### src/design/lwp_regs.svh
// Register offsets, field positions, reset values and timing counts for waveform/power control
`ifndef LWP_REGS_SVH
`define LWP_REGS_SVH

// Instruction indexes
`define LWP_IDX_START_OSC     6'h00
`define LWP_IDX_WAVEFORM      6'h02
`define LWP_IDX_POWER1        6'h03
`define LWP_IDX_POWER2        6'h0c

// Waveform control fields and the start-oscillation bit
`define LWP_WF_ROWS_LSB       0
`define LWP_WF_XOR_BIT        8
`define LWP_WF_ROWMODE_BIT    9
`define LWP_WF_RST_BIT        10
`define LWP_WF_START_BIT      0

// Power control 1 fields
`define LWP_P1_SLP_BIT        0
`define LWP_P1_STB_BIT        1
`define LWP_P1_AP_LSB         2
`define LWP_P1_DC_LSB         4
`define LWP_P1_BT_LSB         8
`define LWP_P1_BS_LSB         12

// Power control 2 fields
`define LWP_P2_TC_LSB         0
`define LWP_P2_RV_BIT         2
`define LWP_P2_VC_LSB         4

// Reset values
`define LWP_WF_RESET          16'h0000
`define LWP_P1_RESET          16'h0000
`define LWP_P2_RESET          16'h0000

// Software reset length in internal clocks
`define LWP_SOFT_RESET_CLKS   4'ha

// Booster clock divider terminal counts, each the division ratio minus one
`define LWP_DIV_32            8'h1f
`define LWP_DIV_64            8'h3f
`define LWP_DIV_96            8'h5f
`define LWP_DIV_128           8'h7f

// Amplifier current codes
`define LWP_AP_OFF            2'h0

`endif

### src/design/lwp_pkg.sv
// Types shared by the waveform/power control block
package lwp_pkg;

    typedef struct packed {
        logic       row_mode;
        logic       xor_en;
        logic [5:0] rows;
    } lwp_wave_t;

    typedef struct packed {
        logic [3:0] drive_bias_sel;
        logic [2:0] pump_gain_sel;
        logic       inverter_run_bit;
        logic [2:0] pump_clock_divider_sel;
        logic [1:0] amp_current_sel;
        logic       standby_bit;
        logic       sleep_bit;
    } lwp_pwr1_t;

    typedef struct packed {
        logic [2:0] input_rail_scale_sel;
        logic       ref_source_sel;
        logic [1:0] temp_slope_sel;
    } lwp_pwr2_t;

    typedef enum logic [1:0] {
        LWP_RUN,
        LWP_SLEEP,
        LWP_STANDBY
    } lwp_mode_t;

endpackage

### src/design/lwp_pump_div.sv
// Programmable divider producing one-cycle pump clock enables
`timescale 1ns/10ps
`default_nettype none

module lwp_pump_div #(
    parameter int W = 8
) (
    // Clock and control
    input  wire logic         clk_sys,
    input  wire logic         reset,
    input  wire logic         run,
    // Terminal count is ratio minus one
    input  wire logic [W-1:0] term,
    // Enable pulse
    output logic              tick
);

    logic [W-1:0] cnt_q;
    logic [W-1:0] cnt_d;
    wire          at_end = (cnt_q >= term);

    assign cnt_d = (!run || at_end) ? '0 : cnt_q + 1'b1;

    always_ff @(posedge clk_sys) begin
        if (reset) begin
            cnt_q <= '0;
            tick  <= 1'b0;
        end else begin
            cnt_q <= cnt_d;
            tick  <= run && at_end;
        end
    end

endmodule

`default_nettype wire

### src/design/lwp_ctrl.sv
// Drive waveform, software reset and power-mode control register bank
//
// Summary of operation
// Frame polarity reversal when row mode clear
// Row mode reverses polarity per row group
// XOR option mixes frame and row signals
// Soft reset lasts ten clocks, self-clears
// Host waits ten clocks after soft reset
// Host avoids soft reset during standby
// Row group size is count plus one
// Standby grounds drivers, stops everything
// Standby keeps memory, accepts only two commands
// Sleep halts display, oscillator runs
// Sleep accepts only power-control field writes
// Bias select picks one of sixteen ratios
// Amp current code zero disables amplifier
// Code zero without display stops pumps
// Divider select sets booster clock rates
// Gain select sets booster multiplication factors
// Inverter bit runs or halts inverter
// Reference select chooses external or internal
// Temperature slope selects one of four
// Rail scale code sets booster one input
// Host waits after oscillator restart
// Fixed zero waveform bits are ignored
`timescale 1ns/10ps
`default_nettype none
`include "lwp_regs.svh"

module lwp_ctrl #(
    parameter int SRST_CLKS = 10
) (
    // Clock and hardware reset
    input  wire logic        clk_sys,
    input  wire logic        reset,
    // Indexed instruction port
    input  wire logic        wr_stb,
    input  wire logic [5:0]  wr_index,
    input  wire logic [15:0] wr_data,
    // Frame and raster-row timing from the display engine
    input  wire logic        frame_start,
    input  wire logic        row_start,
    input  wire logic        display_on,
    // Display memory access requests from the host side
    input  wire logic        mem_req,
    // Drive state
    output logic             ac_polarity,
    output logic             drivers_grounded,
    output logic             display_run,
    output logic             osc_run,
    output logic             mem_grant,
    output logic             soft_reset_active,
    // Analog settings
    output lwp_pkg::lwp_pwr1_t pwr1,
    output lwp_pkg::lwp_pwr2_t pwr2,
    output logic             amp_enable,
    output logic             pumps_enable,
    output logic             inverter_enable,
    output logic             booster1_clk_en,
    output logic             booster2_clk_en
);

    // ==========================================
    // Registers and decode
    // ==========================================
    lwp_pkg::lwp_wave_t wave_q;
    lwp_pkg::lwp_pwr1_t pwr1_q;
    lwp_pkg::lwp_pwr2_t pwr2_q;
    lwp_pkg::lwp_mode_t mode;
    logic [3:0]         srst_cnt_q;
    logic               osc_halt_q;
    logic               frame_odd_q;
    logic               row_pol_q;
    logic [5:0]         row_cnt_q;

    wire soft_rst   = srst_cnt_q != 4'h0;
    wire any_reset  = reset || soft_rst;
    wire standby    = pwr1_q.standby_bit;
    wire sleeping   = pwr1_q.sleep_bit && !standby;

    assign mode = standby ? lwp_pkg::LWP_STANDBY :
                  sleeping ? lwp_pkg::LWP_SLEEP : lwp_pkg::LWP_RUN;

    // standby gates writes
    // sleep gates writes
    wire wr_ok      = wr_stb && !soft_rst;
    wire wr_wave    = wr_ok && wr_index == `LWP_IDX_WAVEFORM && mode == lwp_pkg::LWP_RUN;
    wire wr_p1      = wr_ok && wr_index == `LWP_IDX_POWER1;
    wire wr_p2      = wr_ok && wr_index == `LWP_IDX_POWER2 && mode == lwp_pkg::LWP_RUN;
    wire wr_osc     = wr_ok && wr_index == `LWP_IDX_START_OSC && wr_data[`LWP_WF_START_BIT];
    // host keeps soft reset out of standby
    wire start_srst = wr_wave && wr_data[`LWP_WF_RST_BIT];

    // Power control 1 in standby: only standby bit may change
    lwp_pkg::lwp_pwr1_t p1_new;
    always_comb begin
        p1_new.sleep_bit              = wr_data[`LWP_P1_SLP_BIT];
        p1_new.standby_bit            = wr_data[`LWP_P1_STB_BIT];
        p1_new.amp_current_sel        = wr_data[`LWP_P1_AP_LSB +: 2];
        p1_new.pump_clock_divider_sel = wr_data[`LWP_P1_DC_LSB +: 3];
        p1_new.inverter_run_bit       = wr_data[`LWP_P1_BT_LSB + 3];
        p1_new.pump_gain_sel          = wr_data[`LWP_P1_BT_LSB +: 3];
        p1_new.drive_bias_sel         = wr_data[`LWP_P1_BS_LSB +: 4];
        if (standby) begin
            p1_new             = pwr1_q;
            p1_new.standby_bit = wr_data[`LWP_P1_STB_BIT];
        end
    end

    // ==========================================
    // Register storage
    // ==========================================
    // only defined waveform bits stored
    always_ff @(posedge clk_sys) begin
        if (any_reset) begin
            wave_q <= lwp_pkg::lwp_wave_t'(`LWP_WF_RESET);
        end else if (wr_wave) begin
            wave_q.rows     <= wr_data[`LWP_WF_ROWS_LSB +: 6];
            wave_q.xor_en   <= wr_data[`LWP_WF_XOR_BIT];
            wave_q.row_mode <= wr_data[`LWP_WF_ROWMODE_BIT];
        end
    end

    // Power control 1, filtered by mode in p1_new
    always_ff @(posedge clk_sys) begin
        if (any_reset) begin
            pwr1_q <= lwp_pkg::lwp_pwr1_t'(`LWP_P1_RESET);
        end else if (wr_p1) begin
            pwr1_q <= p1_new;
        end
    end

    // Power control 2, refused outside run mode
    always_ff @(posedge clk_sys) begin
        if (any_reset) begin
            pwr2_q <= lwp_pkg::lwp_pwr2_t'(`LWP_P2_RESET);
        end else if (wr_p2) begin
            pwr2_q.temp_slope_sel       <= wr_data[`LWP_P2_TC_LSB +: 2];
            pwr2_q.ref_source_sel       <= wr_data[`LWP_P2_RV_BIT];
            pwr2_q.input_rail_scale_sel <= wr_data[`LWP_P2_VC_LSB +: 3];
        end
    end

    // ==========================================
    // Software reset timer
    // ==========================================
    // ten-clock reset then self-clear
    // host holds off during count
    always_ff @(posedge clk_sys) begin
        if (reset) begin
            srst_cnt_q <= 4'h0;
        end else if (start_srst) begin
            srst_cnt_q <= `LWP_SOFT_RESET_CLKS;
        end else if (soft_rst) begin
            srst_cnt_q <= srst_cnt_q - 4'h1;
        end
    end

    // ==========================================
    // Oscillator halt
    // ==========================================
    // standby halts oscillator
    // restart command leaves halt
    always_ff @(posedge clk_sys) begin
        if (any_reset) begin
            osc_halt_q <= 1'b0;
        end else if (wr_osc) begin
            osc_halt_q <= 1'b0;
        end else if (wr_p1 && p1_new.standby_bit && !standby) begin
            osc_halt_q <= 1'b1;
        end
    end

    // ==========================================
    // AC alternation
    // ==========================================
    wire disp_active = mode == lwp_pkg::LWP_RUN;
    // group of count plus one rows
    wire row_wrap    = row_cnt_q == wave_q.rows;

    // frame toggle
    always_ff @(posedge clk_sys) begin
        if (any_reset) begin
            frame_odd_q <= 1'b0;
        end else if (disp_active && frame_start) begin
            frame_odd_q <= !frame_odd_q;
        end
    end

    // row group reversal
    // Counter restarts each frame; polarity carries over
    always_ff @(posedge clk_sys) begin
        if (any_reset) begin
            row_pol_q <= 1'b0;
            row_cnt_q <= 6'h00;
        end else if (disp_active) begin
            if (frame_start) begin
                row_cnt_q <= 6'h00;
            end else if (row_start) begin
                row_cnt_q <= row_wrap ? 6'h00 : row_cnt_q + 6'h01;
                if (row_wrap) begin
                    row_pol_q <= !row_pol_q;
                end
            end
        end
    end

    // optional XOR of frame and row signals
    wire c_pol    = wave_q.xor_en ? (frame_odd_q ^ row_pol_q) : row_pol_q;
    wire pol_next = wave_q.row_mode ? c_pol : frame_odd_q;

    // ==========================================
    // Pump clock enables
    // ==========================================
    // divider selection
    wire [7:0] b1_term = pwr1_q.pump_clock_divider_sel[0] ? `LWP_DIV_64 : `LWP_DIV_32;
    logic [7:0] b2_term;
    always_comb begin
        case (pwr1_q.pump_clock_divider_sel[2:1])
            2'h0:    b2_term = `LWP_DIV_32;
            2'h1:    b2_term = `LWP_DIV_64;
            2'h2:    b2_term = `LWP_DIV_96;
            default: b2_term = `LWP_DIV_128;
        endcase
    end

    // amplifier off at code zero
    wire amp_on   = pwr1_q.amp_current_sel != `LWP_AP_OFF && !standby;
    // pumps stop with amp off and no display
    wire pumps_on = !standby && (amp_on || (display_on && disp_active));
    wire b1_tick;
    wire b2_tick;

    lwp_pump_div #(.W(8)) u_div_b1 (
        .clk_sys (clk_sys),
        .reset   (any_reset),
        .run     (pumps_on),
        .term    (b1_term),
        .tick    (b1_tick)
    );

    lwp_pump_div #(.W(8)) u_div_b2 (
        .clk_sys (clk_sys),
        .reset   (any_reset),
        .run     (pumps_on),
        .term    (b2_term),
        .tick    (b2_tick)
    );

    // ==========================================
    // Registered outputs
    // ==========================================
    // drivers to ground in standby or sleep
    wire grounded_d = !disp_active || !display_on;
    // sleep halts display, oscillator runs
    wire run_d      = disp_active;
    wire osc_d      = !(standby && osc_halt_q);
    // memory refused in standby; also in sleep
    wire grant_d    = mem_req && disp_active && !soft_rst;
    // inverter gate
    wire inverter_d = pwr1_q.inverter_run_bit && pumps_on;

    // Polarity and soft reset status
    always_ff @(posedge clk_sys) begin
        if (reset) begin
            ac_polarity       <= 1'b0;
            soft_reset_active <= 1'b0;
        end else begin
            ac_polarity       <= pol_next;
            soft_reset_active <= soft_rst;
        end
    end

    // Driver and memory gating; drivers grounded out of reset
    always_ff @(posedge clk_sys) begin
        if (reset) begin
            drivers_grounded <= 1'b1;
            display_run      <= 1'b0;
            osc_run          <= 1'b1;
            mem_grant        <= 1'b0;
        end else begin
            drivers_grounded <= grounded_d;
            display_run      <= run_d;
            osc_run          <= osc_d;
            mem_grant        <= grant_d;
        end
    end

    // bias, gains, slope, rail scale
    // reference source passed to analog
    always_ff @(posedge clk_sys) begin
        if (reset) begin
            pwr1 <= lwp_pkg::lwp_pwr1_t'(`LWP_P1_RESET);
            pwr2 <= lwp_pkg::lwp_pwr2_t'(`LWP_P2_RESET);
        end else begin
            pwr1 <= pwr1_q;
            pwr2 <= pwr2_q;
        end
    end

    // Analog block enables
    always_ff @(posedge clk_sys) begin
        if (reset) begin
            amp_enable      <= 1'b0;
            pumps_enable    <= 1'b0;
            inverter_enable <= 1'b0;
        end else begin
            amp_enable      <= amp_on;
            pumps_enable    <= pumps_on;
            inverter_enable <= inverter_d;
        end
    end

    // Pump clock enables, one cycle each
    always_ff @(posedge clk_sys) begin
        if (reset) begin
            booster1_clk_en <= 1'b0;
            booster2_clk_en <= 1'b0;
        end else begin
            booster1_clk_en <= b1_tick;
            booster2_clk_en <= b2_tick;
        end
    end

endmodule

`default_nettype wire

### config.mk
export PLATFORM = sky130hd
export DESIGN_NAME = lwp_ctrl
export DESIGN_NICKNAME = d
export VERILOG_FILES = /design/src/design/lwp_pkg.sv /design/src/design/lwp_pump_div.sv /design/src/design/lwp_ctrl.sv
export VERILOG_INCLUDE_DIRS = /design/src /design/src/design
export SDC_FILE = /design/constraint.sdc
export NUM_CORES = 1
export LEC_CHECK = 0
export BUFFER_PORTS_ARGS = -buffer_cell sky130_fd_sc_hd__clkbuf_2
export CAP_MARGIN = 10
export CELL_PAD_IN_SITES_DETAIL_PLACEMENT = 0
export CELL_PAD_IN_SITES_GLOBAL_PLACEMENT = 1
export CORE_UTILIZATION = 40
export CTS_CLUSTER_DIAMETER = 100
export DETAILED_ROUTE_END_ITERATION = 6
export PLACE_DENSITY_LB_ADDON = 0.1
export REMOVE_ABC_BUFFERS = 1
export SYNTH_ARGS = -nofsm -noshare
export SYNTH_HDL_FRONTEND = slang
export SYNTH_HIERARCHICAL = 1
export SYNTH_SLANG_ARGS = --single-unit
### constraint.sdc
create_clock -name clk_sys -period 2.2 [get_ports clk_sys]
set_clock_uncertainty 0.15 [all_clocks]
set_input_delay 0.44 -clock clk_sys [delete_from_list [all_inputs] [get_ports clk_sys]]
set_output_delay 0.44 -clock clk_sys [all_outputs]
set_load 0.01 [all_outputs]
==> results by group <==
Status
  • Run status: finished clean

Clock tree
  • CTS tree: built
  • Worst-path clk slew: 0.09 ns
  • Clock Path Buffers: 2
  • Root Driver: clkbuf_8
  • CTS sink count: 92
  • Cts repair resizes: 0
  • CTS buffer count: 9
  • H-tree depth: 3
  • Post-CTS setup buffers: 0
  • Hold_buf cts: 0
  • Worst skew pair latency: 0.36 ns

Min path
  • Hold Path Sink: drivers_grounded$_SDFF_PP1_
  • Hold Startpoint: display_on
  • Hold Crit Depth: 2
  • Worst min path class: primary input to register

Final layout
  • Nets: 534
  • Layout cells sized above 1: 23.2%
  • Post-layout instance area: 0.00467 mm^2
  • Synth-to-Final Area Change: 17.7%
  • ANT cells: 0

Worst setup path
  • Critical path startpoint category: register
  • CP Class: register to register
  • CP arrival: 2.08 ns
  • CP max stage delay: 0.51 ns
  • Reg2Reg Setup Slack: 0.24 ns
  • FF-to-FF path depth: 4
  • WP data required: 2.33 ns
  • Setup crit end kind: register
  • Critical path peak fanout: 9
  • Cell at the slowest stage of the critical path: nor4_4
  • Worst reg2reg path startpoint: srst_cnt_q[3]$_SDFFE_PP0P_
  • Worst-path cell chain: nor4_4 > nand2b_1 > nand2b_1 > nor3_2
  • Reg-to-Reg End: u_div_b2/cnt_q[6]$_SDFF_PP0_
  • Crit-path most repeated cell: nand2b_1

GRT
  • Pin count of the biggest net entering global routing: 29
  • All-layer global routing usage: 17.9%
  • Vias in the first global route: 2,900
  • First-pass GRT wire length: 14,300 um
  • Initial antenna violation count: 0
  • Total gr overflow: 0

Die
  • Initial Util: 42.1%
  • Die area: 0.0103 mm^2
  • Row cnt: 35
  • Die Width: 102 um
  • Die Y: 102 um
  • Core area: 0.00942 mm^2
  • # IOs: 61

Power
  • Leakage: 1.98 nW
  • PwrDens: 634 mW/mm^2
  • Peak supply drop: 0.000329 V

Job
  • Max-Cap Viols: 0

Detailed routing
  • Total wire length: 8430 um
  • DRC: 0
  • DR pass1 iterations: 4
  • Vias: 3,051
  • ANT nets after route: 0
  • Vias per Instance: 4.92
  • Avg WL per Cell: 13.6 um
  • DRT iter0 DRCs: 141

STA
  • RSZ-0062 raised after global routing: no
  • Worst rel slew slack: 63.5%
  • Setup violations, final: 0
  • Setup TNS: 0 ns
  • Max Clk Rate: 511 MHz
  • Final Max Slew Viols: 0
  • Tcrit/Tclk final: 89.0%
  • Final Hold Fails: 0
  • Slew @ Worst Pin: 0.548 ns
  • Crit path time final: 1.96 ns

Synth
  • Synth Warn #: 6
  • Number of flops mapped to enable cells by yosys: 0
  • Top cell type's share of synthesized area: 46.4%
  • Synth area leader: dfxtp_1
  • Count leader, synth: dfxtp_1
  • Unique cell type count in the Yosys netlist: 45
  • Synth cell count leaders: dfxtp_1, a21oi_1, nand3_1
  • Yosys reg bits: 92
  • Main area contributors after synthesis: dfxtp_1, ha_1, a21oi_1
  • Post-synth top flop: dfxtp_1
  • Mapped cell area: 0.00397 mm^2
  • Mean Syn Cell Area: 9.58 um^2
  • Sequential share of the synthesized area: 46.4%
  • Ys async rst share: 0%
  • Syn Inst Count: 414

Placed design
  • Placed Area: 0.00449 mm^2
  • RePlAce Congestion: 0.837
  • DP HPWL: 6060 um
  • I/O Buffers: 59
## cells in the final DEF, fill, tap and decap left out, types with 10 or more instances in the layout
master,instances
a21oi_1,34
buf_4,13
clkbuf_2,59
conb_1,13
dfxtp_1,92
ha_1,19
inv_1,21
nand2_1,10
nand3_1,25
nand4_1,17
nor2_1,21
nor2b_1,24
nor3_2,16
o21ai_0,12
o31ai_1,16
xnor2_1,10
xor2_1,13
## metal layers
metal,wire (um),GRT usage [%],vias up
met5,0,0,-
met4,53,4.68,0
met3,276,4.35,4
met2,3880,29.0,61
met1,4220,23.7,1401
li1,-,-,1585
## flip-flops by register name, summed over array words and instances (netlist names), 4 cells and up
name            cells
wave_q              8
pwr2                6
u_div_b2/cnt_q      8
pwr2_q              6
row_cnt_q           6
pwr1_q             14
u_div_b1/cnt_q      8
srst_cnt_q          4
pwr1               15
## per-stage QoR
stage	hold WS [ns]	utilization, %	power, mW	std cells	worst slack, ns
detailed placement	0.221	47.7	1.95	604	0.236
global route	0.110	49.6	3.11	620	0.0133
floorplan	0.208	-	1.85	402	0.00747
global placement	0.223	47.7	1.94	604	0.269
CTS	0.103	49.6	3.01	620	0.205
finish	0.124	49.6	2.96	620	0.243
## worst max-delay path by stage
| stage | from | end | slack (ns) |
|---|---|---|---|
| after global routing | srst_cnt_q[3]$_SDFFE_PP0P_ | u_div_b2/cnt_q[2]$_SDFF_PP0_ | 0.01 |
| after global placement | srst_cnt_q[3]$_SDFFE_PP0P_ | u_div_b2/cnt_q[4]$_SDFF_PP0_ | 0.27 |
| after floorplan | srst_cnt_q[3]$_SDFFE_PP0P_ | u_div_b1/cnt_q[2]$_SDFF_PP0_ | 0.007 |
| after CTS | srst_cnt_q[3]$_SDFFE_PP0P_ | u_div_b2/cnt_q[7]$_SDFF_PP0_ | 0.20 |
| final | srst_cnt_q[3]$_SDFFE_PP0P_ | u_div_b2/cnt_q[6]$_SDFF_PP0_ | 0.24 |
| after detailed placement | srst_cnt_q[3]$_SDFFE_PP0P_ | u_div_b2/cnt_q[6]$_SDFF_PP0_ | 0.24 |
## worst max-delay path, delay by kind of cell, from the launching register on
| family | cells | cell delay (ns) |
|---|---|---|
| flip-flops | 1 | 0.36 |
| AND/OR/NAND/NOR | 4 | 1.37 |
## final cells by class
type                            instances  area [um^2]
Fill cell                             937         4750
Multi-Input combinational cell        289         1990
Tap cell                              129          161
Timing Repair Buffer                   73          413
Clock buffer                            9          124
Inverter                               21         78.8
Clock inverter                          7         57.6
Sequential cell                        92         1840
## cells by family (layout without fill, tap and decap cells)
group	count (synthesis)	after routing	share of synthesized area, %
buf+inv	44	110	4.38
flops	92	92	46.4
compound gates	77	77	12.8
xor+xnor	23	23	5.08
other cells	2	13	0.189
simple gates	150	150	23.3
fa+ha+maj	19	19	5.99
mux	7	7	1.80
## power by group
group          internal [mW]  switching (mW)
combinational         0.0813           0.130
clock                  0.428           0.624
sequential              1.68          0.0148
total                   2.19           0.768
Power figures use the tool's default switching activity.
